==> src/hw/e1_event_cfg.svh <==
`ifndef E1_EVENT_CFG_SVH
`define E1_EVENT_CFG_SVH

// ---------------------------------------------------------------
// clock and timing
// ---------------------------------------------------------------
`define CLK_MHZ           100
`define LOS_AMP_TIME_US   1000
`define PERSIST_STEP_MS   100
`define PERSIST_MIN_STEPS 8'h01
`define PERSIST_MAX_STEPS 8'hFA

// ---------------------------------------------------------------
// frame layout and detection limits
// ---------------------------------------------------------------
`define FAS_WORD          7'h1B
`define MF_WORD           6'h0B
`define TS0_LAST_BIT      8'h07
`define BIT_A_POS         5
`define BIT_SA7_POS       1
`define BIT_NFAS_POS      6
`define BIT_SI_POS        7
`define FAS_LOSS_LIMIT    2'h3
`define ZERO_RUN_LIMIT    4'hA
`define AIS_WINDOW_LAST   9'h1FF
`define AIS_MIN_ZEROS     2'h3
`define MF_LAST_CHECK     4'hB
`define MF_AFTER_CHECK    4'hC
`define MF_EBIT_A         4'hD
`define MF_EBIT_B         4'hF

`endif

==> src/hw/e1_event_pkg.sv <==
`default_nettype none
package e1_event_pkg;
  // frame alignment hunt and hold
  typedef enum logic [1:0] {
    AL_HUNT = 2'b00,
    AL_NFAS = 2'b01,
    AL_FAS2 = 2'b10,
    AL_SYNC = 2'b11
  } align_state_t;

  // one report per detected event, immediate, unqualified
  typedef struct packed {
    logic valid;
    logic signal_loss;
    logic remote_alarm;
    logic alarm_indication;
    logic far_crc_error;
  } event_report_t;
endpackage
`default_nettype wire

==> src/hw/e1_layer1_event_detector.sv <==
// Function
// - remote alarm only when aligned and A=1
// - loss of signal after over 10 zeros
// - zero run and/or 1 ms low amplitude
// - alignment search keeps running during signal loss
// - AIS: unaligned, under 3 zeros per 512
// - each zero E-bit raises far CRC event
// - link ident: 2 of 3 Sa7 zero
// - every event reported to management at once
// - local persistence check yields operational status
// - timer preset in 100 ms steps, 0.1-25 s
// - timer within 50 ms or 10 percent
// - distinct activate and deactivate indications
`include "e1_event_cfg.svh"
`default_nettype none
module e1_layer1_event_detector
  import e1_event_pkg::*;
#(
  parameter int AMP_CYCLES  = `LOS_AMP_TIME_US * `CLK_MHZ,
  parameter int STEP_CYCLES = `PERSIST_STEP_MS * 1000 * `CLK_MHZ
) (
  input  wire logic          CLOCK_I,
  input  wire logic          RESETN_I,
  input  wire logic          LINE_CLK_I,
  input  wire logic          LINE_DATA_I,
  input  wire logic          LINE_MARK_I,
  input  wire logic          LOW_AMPL_I,
  input  wire logic          LOS_ZERO_EN_I,
  input  wire logic          LOS_AMPL_EN_I,
  input  wire logic          LOCAL_QUAL_I,
  input  wire logic [7:0]    PERSIST_STEPS_I,
  output logic               ALIGNED_O,
  output logic               SIGNAL_LOSS_EVT_O,
  output logic               REMOTE_ALARM_EVT_O,
  output logic               ALARM_INDICATION_EVT_O,
  output logic               FAR_CRC_ERROR_EVT_O,
  output logic               LINK_IDENT_SEEN_IND_O,
  output event_report_t      EVENT_LOG_REPORT_O,
  output logic               LINK_ACTIVE_IND_O,
  output logic               LINK_INACTIVE_IND_O
);
  localparam logic [23:0] AMP_N  = 24'(AMP_CYCLES - 1);
  localparam logic [23:0] STEP_N = 24'(STEP_CYCLES - 1);

  // ---------------------------------------------------------------
  // pin sampling
  // ---------------------------------------------------------------
  // line clock and data are async: two flops each, edge found after
  logic [3:0] s1_r, s2_r;
  logic       lclk_d_r;
  logic       bit_evt, bit_d, bit_m, low_a;
  always_ff @(posedge CLOCK_I) begin
    if (!RESETN_I) begin
      s1_r     <= 4'h0;
      s2_r     <= 4'h0;
      lclk_d_r <= 1'b0;
    end else begin
      s1_r     <= {LOW_AMPL_I, LINE_MARK_I, LINE_DATA_I, LINE_CLK_I};
      s2_r     <= s1_r;
      lclk_d_r <= s2_r[0];
    end
  end
  assign bit_evt = s2_r[0] & ~lclk_d_r;
  assign bit_d   = s2_r[1];
  assign bit_m   = s2_r[2];
  assign low_a   = s2_r[3];

  // ---------------------------------------------------------------
  // frame and multiframe alignment
  // ---------------------------------------------------------------
  align_state_t st_r, st_nxt;
  logic [7:0] sr_r, sr_nxt, pos_r, pos_nxt, pos;
  logic       fas_fr_r, fas_fr_nxt, ts0_end;
  logic [1:0] ferr_r, ferr_nxt;
  logic [5:0] mfsr_r, mfsr_nxt;
  logic [3:0] mf_r, mf_nxt;
  logic       mfok_r, mfok_nxt, rai_r, rai_nxt, crc_nxt;
  logic [2:0] sa7_r, sa7_nxt;
  // the hunt never looks at loss of signal, so it never stalls
  always_comb begin
    pos        = pos_r + 8'h01;
    sr_nxt     = sr_r;
    pos_nxt    = pos_r;
    st_nxt     = st_r;
    fas_fr_nxt = fas_fr_r;
    ferr_nxt   = ferr_r;
    mfsr_nxt   = mfsr_r;
    mf_nxt     = mf_r;
    mfok_nxt   = mfok_r;
    rai_nxt    = rai_r;
    sa7_nxt    = sa7_r;
    crc_nxt    = 1'b0;
    ts0_end    = 1'b0;
    if (bit_evt) begin
      sr_nxt  = {sr_r[6:0], bit_d};
      pos_nxt = pos;
      ts0_end = (pos == `TS0_LAST_BIT);
      case (st_r)
        AL_HUNT: begin
          if (sr_nxt[6:0] == `FAS_WORD) begin
            pos_nxt    = `TS0_LAST_BIT;
            fas_fr_nxt = 1'b0;
            st_nxt     = AL_NFAS;
          end
        end
        default: begin
          if (ts0_end) begin
            fas_fr_nxt = ~fas_fr_r;
            if (fas_fr_r) begin
              // three bad words in a row drop sync
              if (sr_nxt[6:0] == `FAS_WORD) begin
                ferr_nxt = 2'h0;
                if (st_r == AL_FAS2) st_nxt = AL_SYNC;
              end else if (st_r != AL_SYNC || ferr_r + 2'h1 == `FAS_LOSS_LIMIT) begin
                st_nxt = AL_HUNT;
              end else begin
                ferr_nxt = ferr_r + 2'h1;
              end
            end else if (st_r == AL_NFAS) begin
              st_nxt = sr_nxt[`BIT_NFAS_POS] ? AL_FAS2 : AL_HUNT;
            end else if (st_r == AL_SYNC) begin
              rai_nxt  = sr_nxt[`BIT_A_POS];
              sa7_nxt  = {sa7_r[1:0], sr_nxt[`BIT_SA7_POS]};
              mfsr_nxt = {mfsr_r[4:0], sr_nxt[`BIT_SI_POS]};
              if (mfok_r && (mf_r == `MF_EBIT_A || mf_r == `MF_EBIT_B))
                crc_nxt = ~sr_nxt[`BIT_SI_POS];
              if (mfok_r && mf_r == `MF_LAST_CHECK && mfsr_nxt != `MF_WORD)
                mfok_nxt = 1'b0;
              else if (!mfok_r && mfsr_nxt == `MF_WORD) begin
                mfok_nxt = 1'b1;
                mf_nxt   = `MF_AFTER_CHECK;
              end
            end
            if (!(st_r == AL_SYNC && !fas_fr_r && !mfok_r && mfsr_nxt == `MF_WORD))
              mf_nxt = mf_r + 4'h1;
          end
        end
      endcase
    end
    if (st_nxt != AL_SYNC) begin
      ferr_nxt = 2'h0;
      mfok_nxt = 1'b0;
      rai_nxt  = 1'b0;
      sa7_nxt  = 3'h7;
    end
  end
  always_ff @(posedge CLOCK_I) begin
    if (!RESETN_I) begin
      st_r <= AL_HUNT;
      sr_r <= 8'h00;
      pos_r <= 8'h00;
      fas_fr_r <= 1'b0;
      ferr_r <= 2'h0;
      mfsr_r <= 6'h00;
      mf_r <= 4'h0;
      mfok_r <= 1'b0;
      rai_r <= 1'b0;
      sa7_r <= 3'h7;
    end else begin
      st_r <= st_nxt;
      sr_r <= sr_nxt;
      pos_r <= pos_nxt;
      fas_fr_r <= fas_fr_nxt;
      ferr_r <= ferr_nxt;
      mfsr_r <= mfsr_nxt;
      mf_r <= mf_nxt;
      mfok_r <= mfok_nxt;
      rai_r <= rai_nxt;
      sa7_r <= sa7_nxt;
    end
  end

  // ---------------------------------------------------------------
  // loss of signal and AIS
  // ---------------------------------------------------------------
  logic [3:0]  zrun_r, zrun_nxt;
  logic [23:0] amp_r, amp_nxt;
  logic [8:0]  win_r, win_nxt;
  logic [1:0]  zc_r, zc_nxt;
  logic        los_r, los_nxt, ais_r, ais_nxt;
  // both methods selectable; either one alone is enough
  always_comb begin
    zrun_nxt = zrun_r;
    win_nxt  = win_r;
    zc_nxt   = zc_r;
    ais_nxt  = ais_r;
    amp_nxt  = (low_a && amp_r != AMP_N) ? amp_r + 24'h1 : (low_a ? amp_r : 24'h0);
    if (bit_evt) begin
      zrun_nxt = bit_m ? 4'h0 : (zrun_r == 4'hF ? zrun_r : zrun_r + 4'h1);
      win_nxt  = win_r + 9'h1;
      if (!bit_d && zc_r != `AIS_MIN_ZEROS) zc_nxt = zc_r + 2'h1;
      if (win_r == `AIS_WINDOW_LAST) begin
        ais_nxt = (st_r != AL_SYNC) && (zc_nxt < `AIS_MIN_ZEROS);
        zc_nxt  = 2'h0;
      end
    end
    if (st_r == AL_SYNC) ais_nxt = 1'b0;
    los_nxt = (LOS_ZERO_EN_I && zrun_r > `ZERO_RUN_LIMIT) ||
              (LOS_AMPL_EN_I && amp_r == AMP_N);
  end
  always_ff @(posedge CLOCK_I) begin
    if (!RESETN_I) begin
      zrun_r <= 4'h0;
      amp_r  <= 24'h0;
      win_r  <= 9'h0;
      zc_r   <= 2'h0;
      los_r  <= 1'b0;
      ais_r  <= 1'b0;
    end else begin
      zrun_r <= zrun_nxt;
      amp_r  <= amp_nxt;
      win_r  <= win_nxt;
      zc_r   <= zc_nxt;
      los_r  <= los_nxt;
      ais_r  <= ais_nxt;
    end
  end

  // ---------------------------------------------------------------
  // event reports
  // ---------------------------------------------------------------
  event_report_t rep_nxt;
  logic          ident_nxt;
  // rising edges are reported at once, no qualification
  always_comb begin
    rep_nxt.signal_loss      = los_nxt & ~los_r;
    rep_nxt.remote_alarm     = rai_nxt & ~rai_r;
    rep_nxt.alarm_indication = ais_nxt & ~ais_r;
    rep_nxt.far_crc_error    = crc_nxt;
    rep_nxt.valid            = rep_nxt.signal_loss | rep_nxt.remote_alarm |
                               rep_nxt.alarm_indication | rep_nxt.far_crc_error;
    ident_nxt = (st_nxt == AL_SYNC) &&
                (sa7_nxt == 3'h0 || sa7_nxt == 3'h1 || sa7_nxt == 3'h2 || sa7_nxt == 3'h4);
  end
  always_ff @(posedge CLOCK_I) begin
    if (!RESETN_I) begin
      EVENT_LOG_REPORT_O    <= '0;
      LINK_IDENT_SEEN_IND_O <= 1'b0;
    end else begin
      EVENT_LOG_REPORT_O    <= rep_nxt;
      LINK_IDENT_SEEN_IND_O <= ident_nxt;
    end
  end
  assign ALIGNED_O              = (st_r == AL_SYNC);
  assign SIGNAL_LOSS_EVT_O      = EVENT_LOG_REPORT_O.signal_loss;
  assign REMOTE_ALARM_EVT_O     = EVENT_LOG_REPORT_O.remote_alarm;
  assign ALARM_INDICATION_EVT_O = EVENT_LOG_REPORT_O.alarm_indication;
  assign FAR_CRC_ERROR_EVT_O    = EVENT_LOG_REPORT_O.far_crc_error;

  // ---------------------------------------------------------------
  // persistence check
  // ---------------------------------------------------------------
  logic [23:0] pre_r, pre_nxt;
  logic [7:0]  stp_r, stp_nxt, lim;
  logic        op_r, op_nxt, act_nxt, dea_nxt, want_op;
  // prescaler restarts with the timer, so error stays under one cycle
  always_comb begin
    lim = (PERSIST_STEPS_I < `PERSIST_MIN_STEPS) ? `PERSIST_MIN_STEPS :
          (PERSIST_STEPS_I > `PERSIST_MAX_STEPS) ? `PERSIST_MAX_STEPS : PERSIST_STEPS_I;
    want_op = (st_r == AL_SYNC) && !los_r && !ais_r && !rai_r;
    pre_nxt = 24'h0;
    stp_nxt = 8'h00;
    op_nxt  = op_r;
    act_nxt = 1'b0;
    dea_nxt = 1'b0;
    if (LOCAL_QUAL_I && want_op != op_r) begin
      pre_nxt = (pre_r == STEP_N) ? 24'h0 : pre_r + 24'h1;
      stp_nxt = (pre_r == STEP_N) ? stp_r + 8'h01 : stp_r;
      if (pre_r == STEP_N && stp_r + 8'h01 == lim) begin
        op_nxt  = want_op;
        act_nxt = want_op;
        dea_nxt = ~want_op;
        stp_nxt = 8'h00;
      end
    end
  end
  always_ff @(posedge CLOCK_I) begin
    if (!RESETN_I) begin
      pre_r <= 24'h0;
      stp_r <= 8'h00;
      op_r  <= 1'b0;
      LINK_ACTIVE_IND_O   <= 1'b0;
      LINK_INACTIVE_IND_O <= 1'b0;
    end else begin
      pre_r <= pre_nxt;
      stp_r <= stp_nxt;
      op_r  <= op_nxt;
      LINK_ACTIVE_IND_O   <= act_nxt;
      LINK_INACTIVE_IND_O <= dea_nxt;
    end
  end
endmodule
`default_nettype wire

==> config.mk <==
export PLATFORM = sky130hd
export DESIGN_NAME = e1_layer1_event_detector
export DESIGN_NICKNAME = d
export VERILOG_FILES = /design/src/hw/e1_event_pkg.sv /design/src/hw/e1_layer1_event_detector.sv
export VERILOG_INCLUDE_DIRS = /design/src /design/src/hw
export SDC_FILE = /design/constraint.sdc
export NUM_CORES = 1
export LEC_CHECK = 0
export BUFFER_PORTS_ARGS = -buffer_cell sky130_fd_sc_hd__buf_2
export CAP_MARGIN = 10
export CORE_MARGIN = 3
export CORE_UTILIZATION = 40
export CTS_CLUSTER_DIAMETER = 30
export DETAILED_ROUTE_END_ITERATION = 6
export PLACE_DENSITY = 0.59
export REMOVE_ABC_BUFFERS = 1
export SETUP_SLACK_MARGIN = 0.02
export SLEW_MARGIN = 15
export SYNTH_ARGS = -nofsm -noshare
export SYNTH_HDL_FRONTEND = slang
export SYNTH_SLANG_ARGS = --single-unit
==> constraint.sdc <==
create_clock -name CLOCK_I -period 6.74 [get_ports CLOCK_I]
set_clock_uncertainty 0.05 [all_clocks]
set_input_delay 1.348 -clock CLOCK_I [delete_from_list [all_inputs] [get_ports CLOCK_I]]
set_output_delay 1.348 -clock CLOCK_I [all_outputs]
set_load 0.1 [all_outputs]
## Word-level counts from Yosys, hierarchy flattened

Cells that the tools add are included.

- Bits in registers: 126
- Bits in latches: 0
- Bits in writable memories: 0
- Bits in read-only memories: 0
- Word-level logic and storage cells: 205
- Memories kept: 0

- Add/subtract/negate cells: 9
- Multipliers: 0
- Div/mod/pow operators: 0
- Order comparisons: 4
- Eq/ne operators: 35
- Shifts and indexed selects: 0
- Muxes and demuxes: 64
- Bitwise gates (word level): 18
- Reduce and logical (&&, ||, !) cells: 45

Operators by type and width:

| cell | count |
|---|---|
| adder 24 x 1 -> 24 bit (second input constant) | 2 |
| 2-to-1 mux 24 bit | 2 |
| 2-to-1 mux 6 bit | 6 |
| 2-to-1 mux 4 bit | 8 |
| 2-to-1 mux 8 bit | 4 |
| 2-to-1 mux 2 bit | 15 |
| == test 24 x 17 -> 1 bit (second input constant) | 1 |
| == test 24 bit (second input constant) | 1 |
| != test 24 x 17 -> 1 bit (second input constant) | 1 |
| 2-to-1 mux 1 bit | 22 |
| != test 2 bit (second input constant) | 11 |
| 2-to-1 mux 3 bit | 7 |
| logical AND 1 bit | 18 |
| adder 8 x 1 -> 8 bit (second input constant) | 2 |
| == test 4 bit (second input constant) | 4 |
| == test 6 x 4 -> 1 bit (second input constant) | 2 |
| inverter 1 bit | 11 |
| adder 9 x 1 -> 9 bit (second input constant) | 1 |
| == test 9 bit (second input constant) | 1 |
| AND reduction 3 bit | 3 |
| adder 4 x 1 -> 4 bit (second input constant) | 2 |
| == test 2 bit (second input constant) | 4 |
| == test 8 x 3 -> 1 bit (second input constant) | 1 |
| == test 8 bit | 1 |
| other kinds (26) | 45 |

## Longest topological paths before layout

- Depth in word-level cells: 16
- Depth in mapped cells: 9

## Least setup slack after synthesis

Ideal clock, no wire load.

- Path type: input port to flip-flop
- Start point: in PERSIST_STEPS_I[4]
- End point: reg stp_r[0]
- Data arrival time: 2.885 ns
- Data required time: 6.575 ns
- Slack: 3.690 ns
- Stages on the path: 7
- Buffers on the path: 1
- Cell sequence: or4_1 -> nor4_1 -> nor3_1 -> a211oi_1 -> a21bo_1 -> buf_2 -> nor2_1

- Word-level cells in the longest chain between the ends: 6
- Elaborated cells on any way between the ends: 7
- Classes of those cells: order compare (2); eq/ne (1); mux (2); reduce/logical (2)

Ends and longest elaborated chain:

| what | RTL line | source |
|---|---|---|
| from (decl) | e1_layer1_event_detector.sv:31 | `input wire logic [7:0] PERSIST_STEPS_I,` |
| greater-than comparator 8 bit (no source line) | - |  |
| 2-to-1 mux 8 bit | e1_layer1_event_detector.sv:259 | `` (PERSIST_STEPS_I > `PERSIST_MAX_STEPS) ? `PERSIST_MAX_STEPS : PERSIST_STEPS_I; `` |
| 2-to-1 mux 8 bit (*) | e1_layer1_event_detector.sv:258 | `` lim = (PERSIST_STEPS_I < `PERSIST_MIN_STEPS) ? `PERSIST_MIN_STEPS : `` |
| == test 8 bit (*) | e1_layer1_event_detector.sv:269 | `if (pre_r == STEP_N && stp_r + 8'h01 == lim) begin` |
| logical AND 1 bit (*) | e1_layer1_event_detector.sv:269 |  |
| OR reduction 3 bit (no source line) (*) | - |  |
| to (signal assigned) | e1_layer1_event_detector.sv:286 | `stp_r <= stp_nxt;` |
| to (decl) | e1_layer1_event_detector.sv:254 | `logic [7:0] stp_r, stp_nxt, lim;` |

Mark *: on every way between the ends. The rest lies on a longest branch, timed or not.
A chain may end at the register's enable or synchronous reset.

## Worst setup path after layout

- Start point: reg st_r[1]
- End point: out ALIGNED_O

- Word-level cells in the longest chain between the ends: 1

Ends and longest elaborated chain:

| what | RTL line | source |
|---|---|---|
| from (decl) | e1_layer1_event_detector.sv:71 | `align_state_t st_r, st_nxt;` |
| from (signal assigned) | e1_layer1_event_detector.sv:160 | `st_r <= st_nxt;` |
| == test 2 bit | e1_layer1_event_detector.sv:244 | `assign ALIGNED_O = (st_r == AL_SYNC);` |
| to (decl) | e1_layer1_event_detector.sv:32 | `output logic ALIGNED_O,` |

Every way passes these cells.

==> metrics <==
Static Leak=2.47 nW; Routed WL=12100 µm; Non-Filler Instances=898; Iteration-0 DRC Markers=about 300; CP Capture Type=primary output; CP Max Fanout=10; initial antenna violation count=0; prevailing post-synth register cell=dfxtp_1; drt first pass iters=5; IO Count=30; Final #Nets=roughly 740; post-synthesis cell type count=slightly below 70; Ant. Diodes=0; aggregate global routing overflow=0; CTS root buffer=clkbuf_16; Vias/cell=5.36; CTS sink count=125; number of enable flip-flop cells after synthesis=0; Core Box Area=14100 µm²; proportion of netlist area held by the largest area contributor=42.8%; final setup violation count=0; CTS Hold Bufs=0; Post-route DRC=0; CP arrival=~1.7 ns; Synth top cells by count=125 x dfxtp_1, 99 x nor2_1, 65 x nand2_1; RSZ-0062 raised after global routing=no; CTS buffer count=17; top-count cell post-synth=dfxtp_1; status=completed; final worst-path cycle share=a little under half; via count of the first global-routing pass=approximately 4700; die height=127 µm; post-cts sizing count=0; Synth area leader=dfxtp_1; critical path class=reg -> out; Hold Crit Class=reg -> reg; die width=127 µm; synthesis-to-finish area growth=16.3%; register bit total from synthesis=125; synthesis warning total=0; Gate Count Post-Synth=681; hpwl dp=approximately 8400 µm; GRT Util Overall=16.1%; Final TNS setup=0 ns; Post-Syn Area=5850 µm²; worst skew pair latency=0.42 ns; # Post-CTS Setup Buffers=0; endpoints failing hold=0; GPL Wtd Cong=a little over 0.8; Worst-Margin Slew=0.945 ns; CTS Buffer Depth=2; Register Area=2500 µm²; Fmax achieved=320 MHz; Slew Limit Headroom=roughly 37%; Worst VDD drop=a little over 200 µV; die footprint=16100 µm²; Max-cap violations=0; Syn Area/Cell=8.59 µm²; first-pass GRT wire length=21400 µm; starting density of the core=41.5%; post-synthesis sequential area ratio=42.8%; top cells by area, synth=dfxtp_1 43%, nor2_1 6.4%, xor2_1 6.1%, nand2_1 4.2%, xnor2_1 3.6%; Reg clk slew, reported paths=~0.060 ns; fillers=approximately 1300; FP Rows=43; IO buf count=29; CP required=roughly 5.3 ns; CP Launch Type=flop; multi-input logic area=3150 µm²; Final Max Slew Viols=0; layout cells sized above 1=10.9%; DR WL/cell=approximately 14 µm; minimum clock period=around 3.1 ns; placed insts=866; via count=roughly 4800; FFs w/ async S/R, synth=0%; largest net degree at the start of global routing=31; CTS tree=done; htree depth=4; DRT antenna net count=0; pwr/cell area=271 nW/µm²
[kinds of logic after synthesis]
family,synth area share (%)
AND/OR/NAND/NOR,28.7
flip-flops,42.8
AO/OA/AOI/OAI,10.7
XOR/XNOR,10.0
buffers and inverters,3.36
adder cells (fa/ha/maj),2.78
multiplexers,1.71
[flip-flops by register name (all words and copies together) (netlist names), 2 cells and up]
register,flops
amp_r,24
pre_r,24
win_r,9
pos_r,8
stp_r,8
sr_r,7
mfsr_r,5
mf_r,4
s1_r,4
s2_r,4
zrun_r,4
sa7_r,3
ferr_r,2
st_r,2
zc_r,2
[power breakdown]
part	internal [mW]	switching, mW
logic	0.0134	0.0233
registers	0.744	0.00443
clock network	0.730	0.325
total	1.49	0.352
[worst max-delay path, stage by stage (launching register included)]
cell and delay, ns:
dfxtp_1 0.47, nand2_1 0.22, inv_1 0.17, buf_2 0.45
[stage by stage]
step / setup slack [ns] / hold slack [ns] / power (mW) / util (%) / area, µm²
6_report: 3.61 / 0.377 / 1.84 / 48.2 / 6800
5_1_grt: 3.52 / 0.402 / 1.90 / 48.2 / 6800
4_1_cts: 3.61 / 0.378 / 1.86 / 48.2 / 6800
3_5_place_dp: 3.26 / 0.370 / 0.801 / 43.3 / 6110
3_3_place_gp: 3.35 / 0.363 / 0.799 / 43.3 / 6110
2_1_floorplan: 3.71 / 0.362 / 0.784 / - / 5720
[layer usage]
metal	global-route usage, %	up-vias	routed length [µm]
li1	-	2432	-
met1	20.1	2295	5730
met2	26.9	68	5870
met3	4.29	14	407
met4	5.36	0	133
met5	0	-	0
[worst paths after layout]
path	start	end	slack, ns	cells past startpoint
setup / recovery	st_r[1]$_SDFF_PN0_	ALIGNED_O	3.61	3
hold / removal	s1_r[3]$_SDFF_PN0_	s2_r[3]$_SDFF_PN0_	0.38	1
setup reg to reg	lclk_d_r$_SDFF_PN0_	EVENT_LOG_REPORT_O[4]$_SDFF_PN0_	3.94	6
hold reg to reg	s1_r[3]$_SDFF_PN0_	s2_r[3]$_SDFF_PN0_	0.38	1
[cells in the final DEF, fill, tap and decap left out, types with 4 or more instances in the layout]
cell and instances:
inv_1 19, a21oi_1 37, nand4_1 20, mux2i_1 10, bufinv_16 6, nand3_1 27, xor2_1 41, nand2b_1 6
and2_1 12, xnor2_1 24, clkbuf_8 4, nor4_1 6, and4_1 4, a211oi_1 4, nand2_1 65, o21ai_0 19
buf_2 29, clkbuf_16 17, o22ai_1 4, ha_1 13, nor2_1 99, nor3_1 16, or4_1 4, and3_1 20
or3_1 15, nor4b_1 4, dfxtp_1 125
[layout make-up]
type,instances,share of cell area [%]
inverter,19,1.05
timing repair buffer,31,2.36
sequential,125,36.8
multi-input combinational,511,46.3
clock inverter,11,3.09
tap,180,3.31
clock buffer,21,7.07
(Power assumes the default switching activity.)
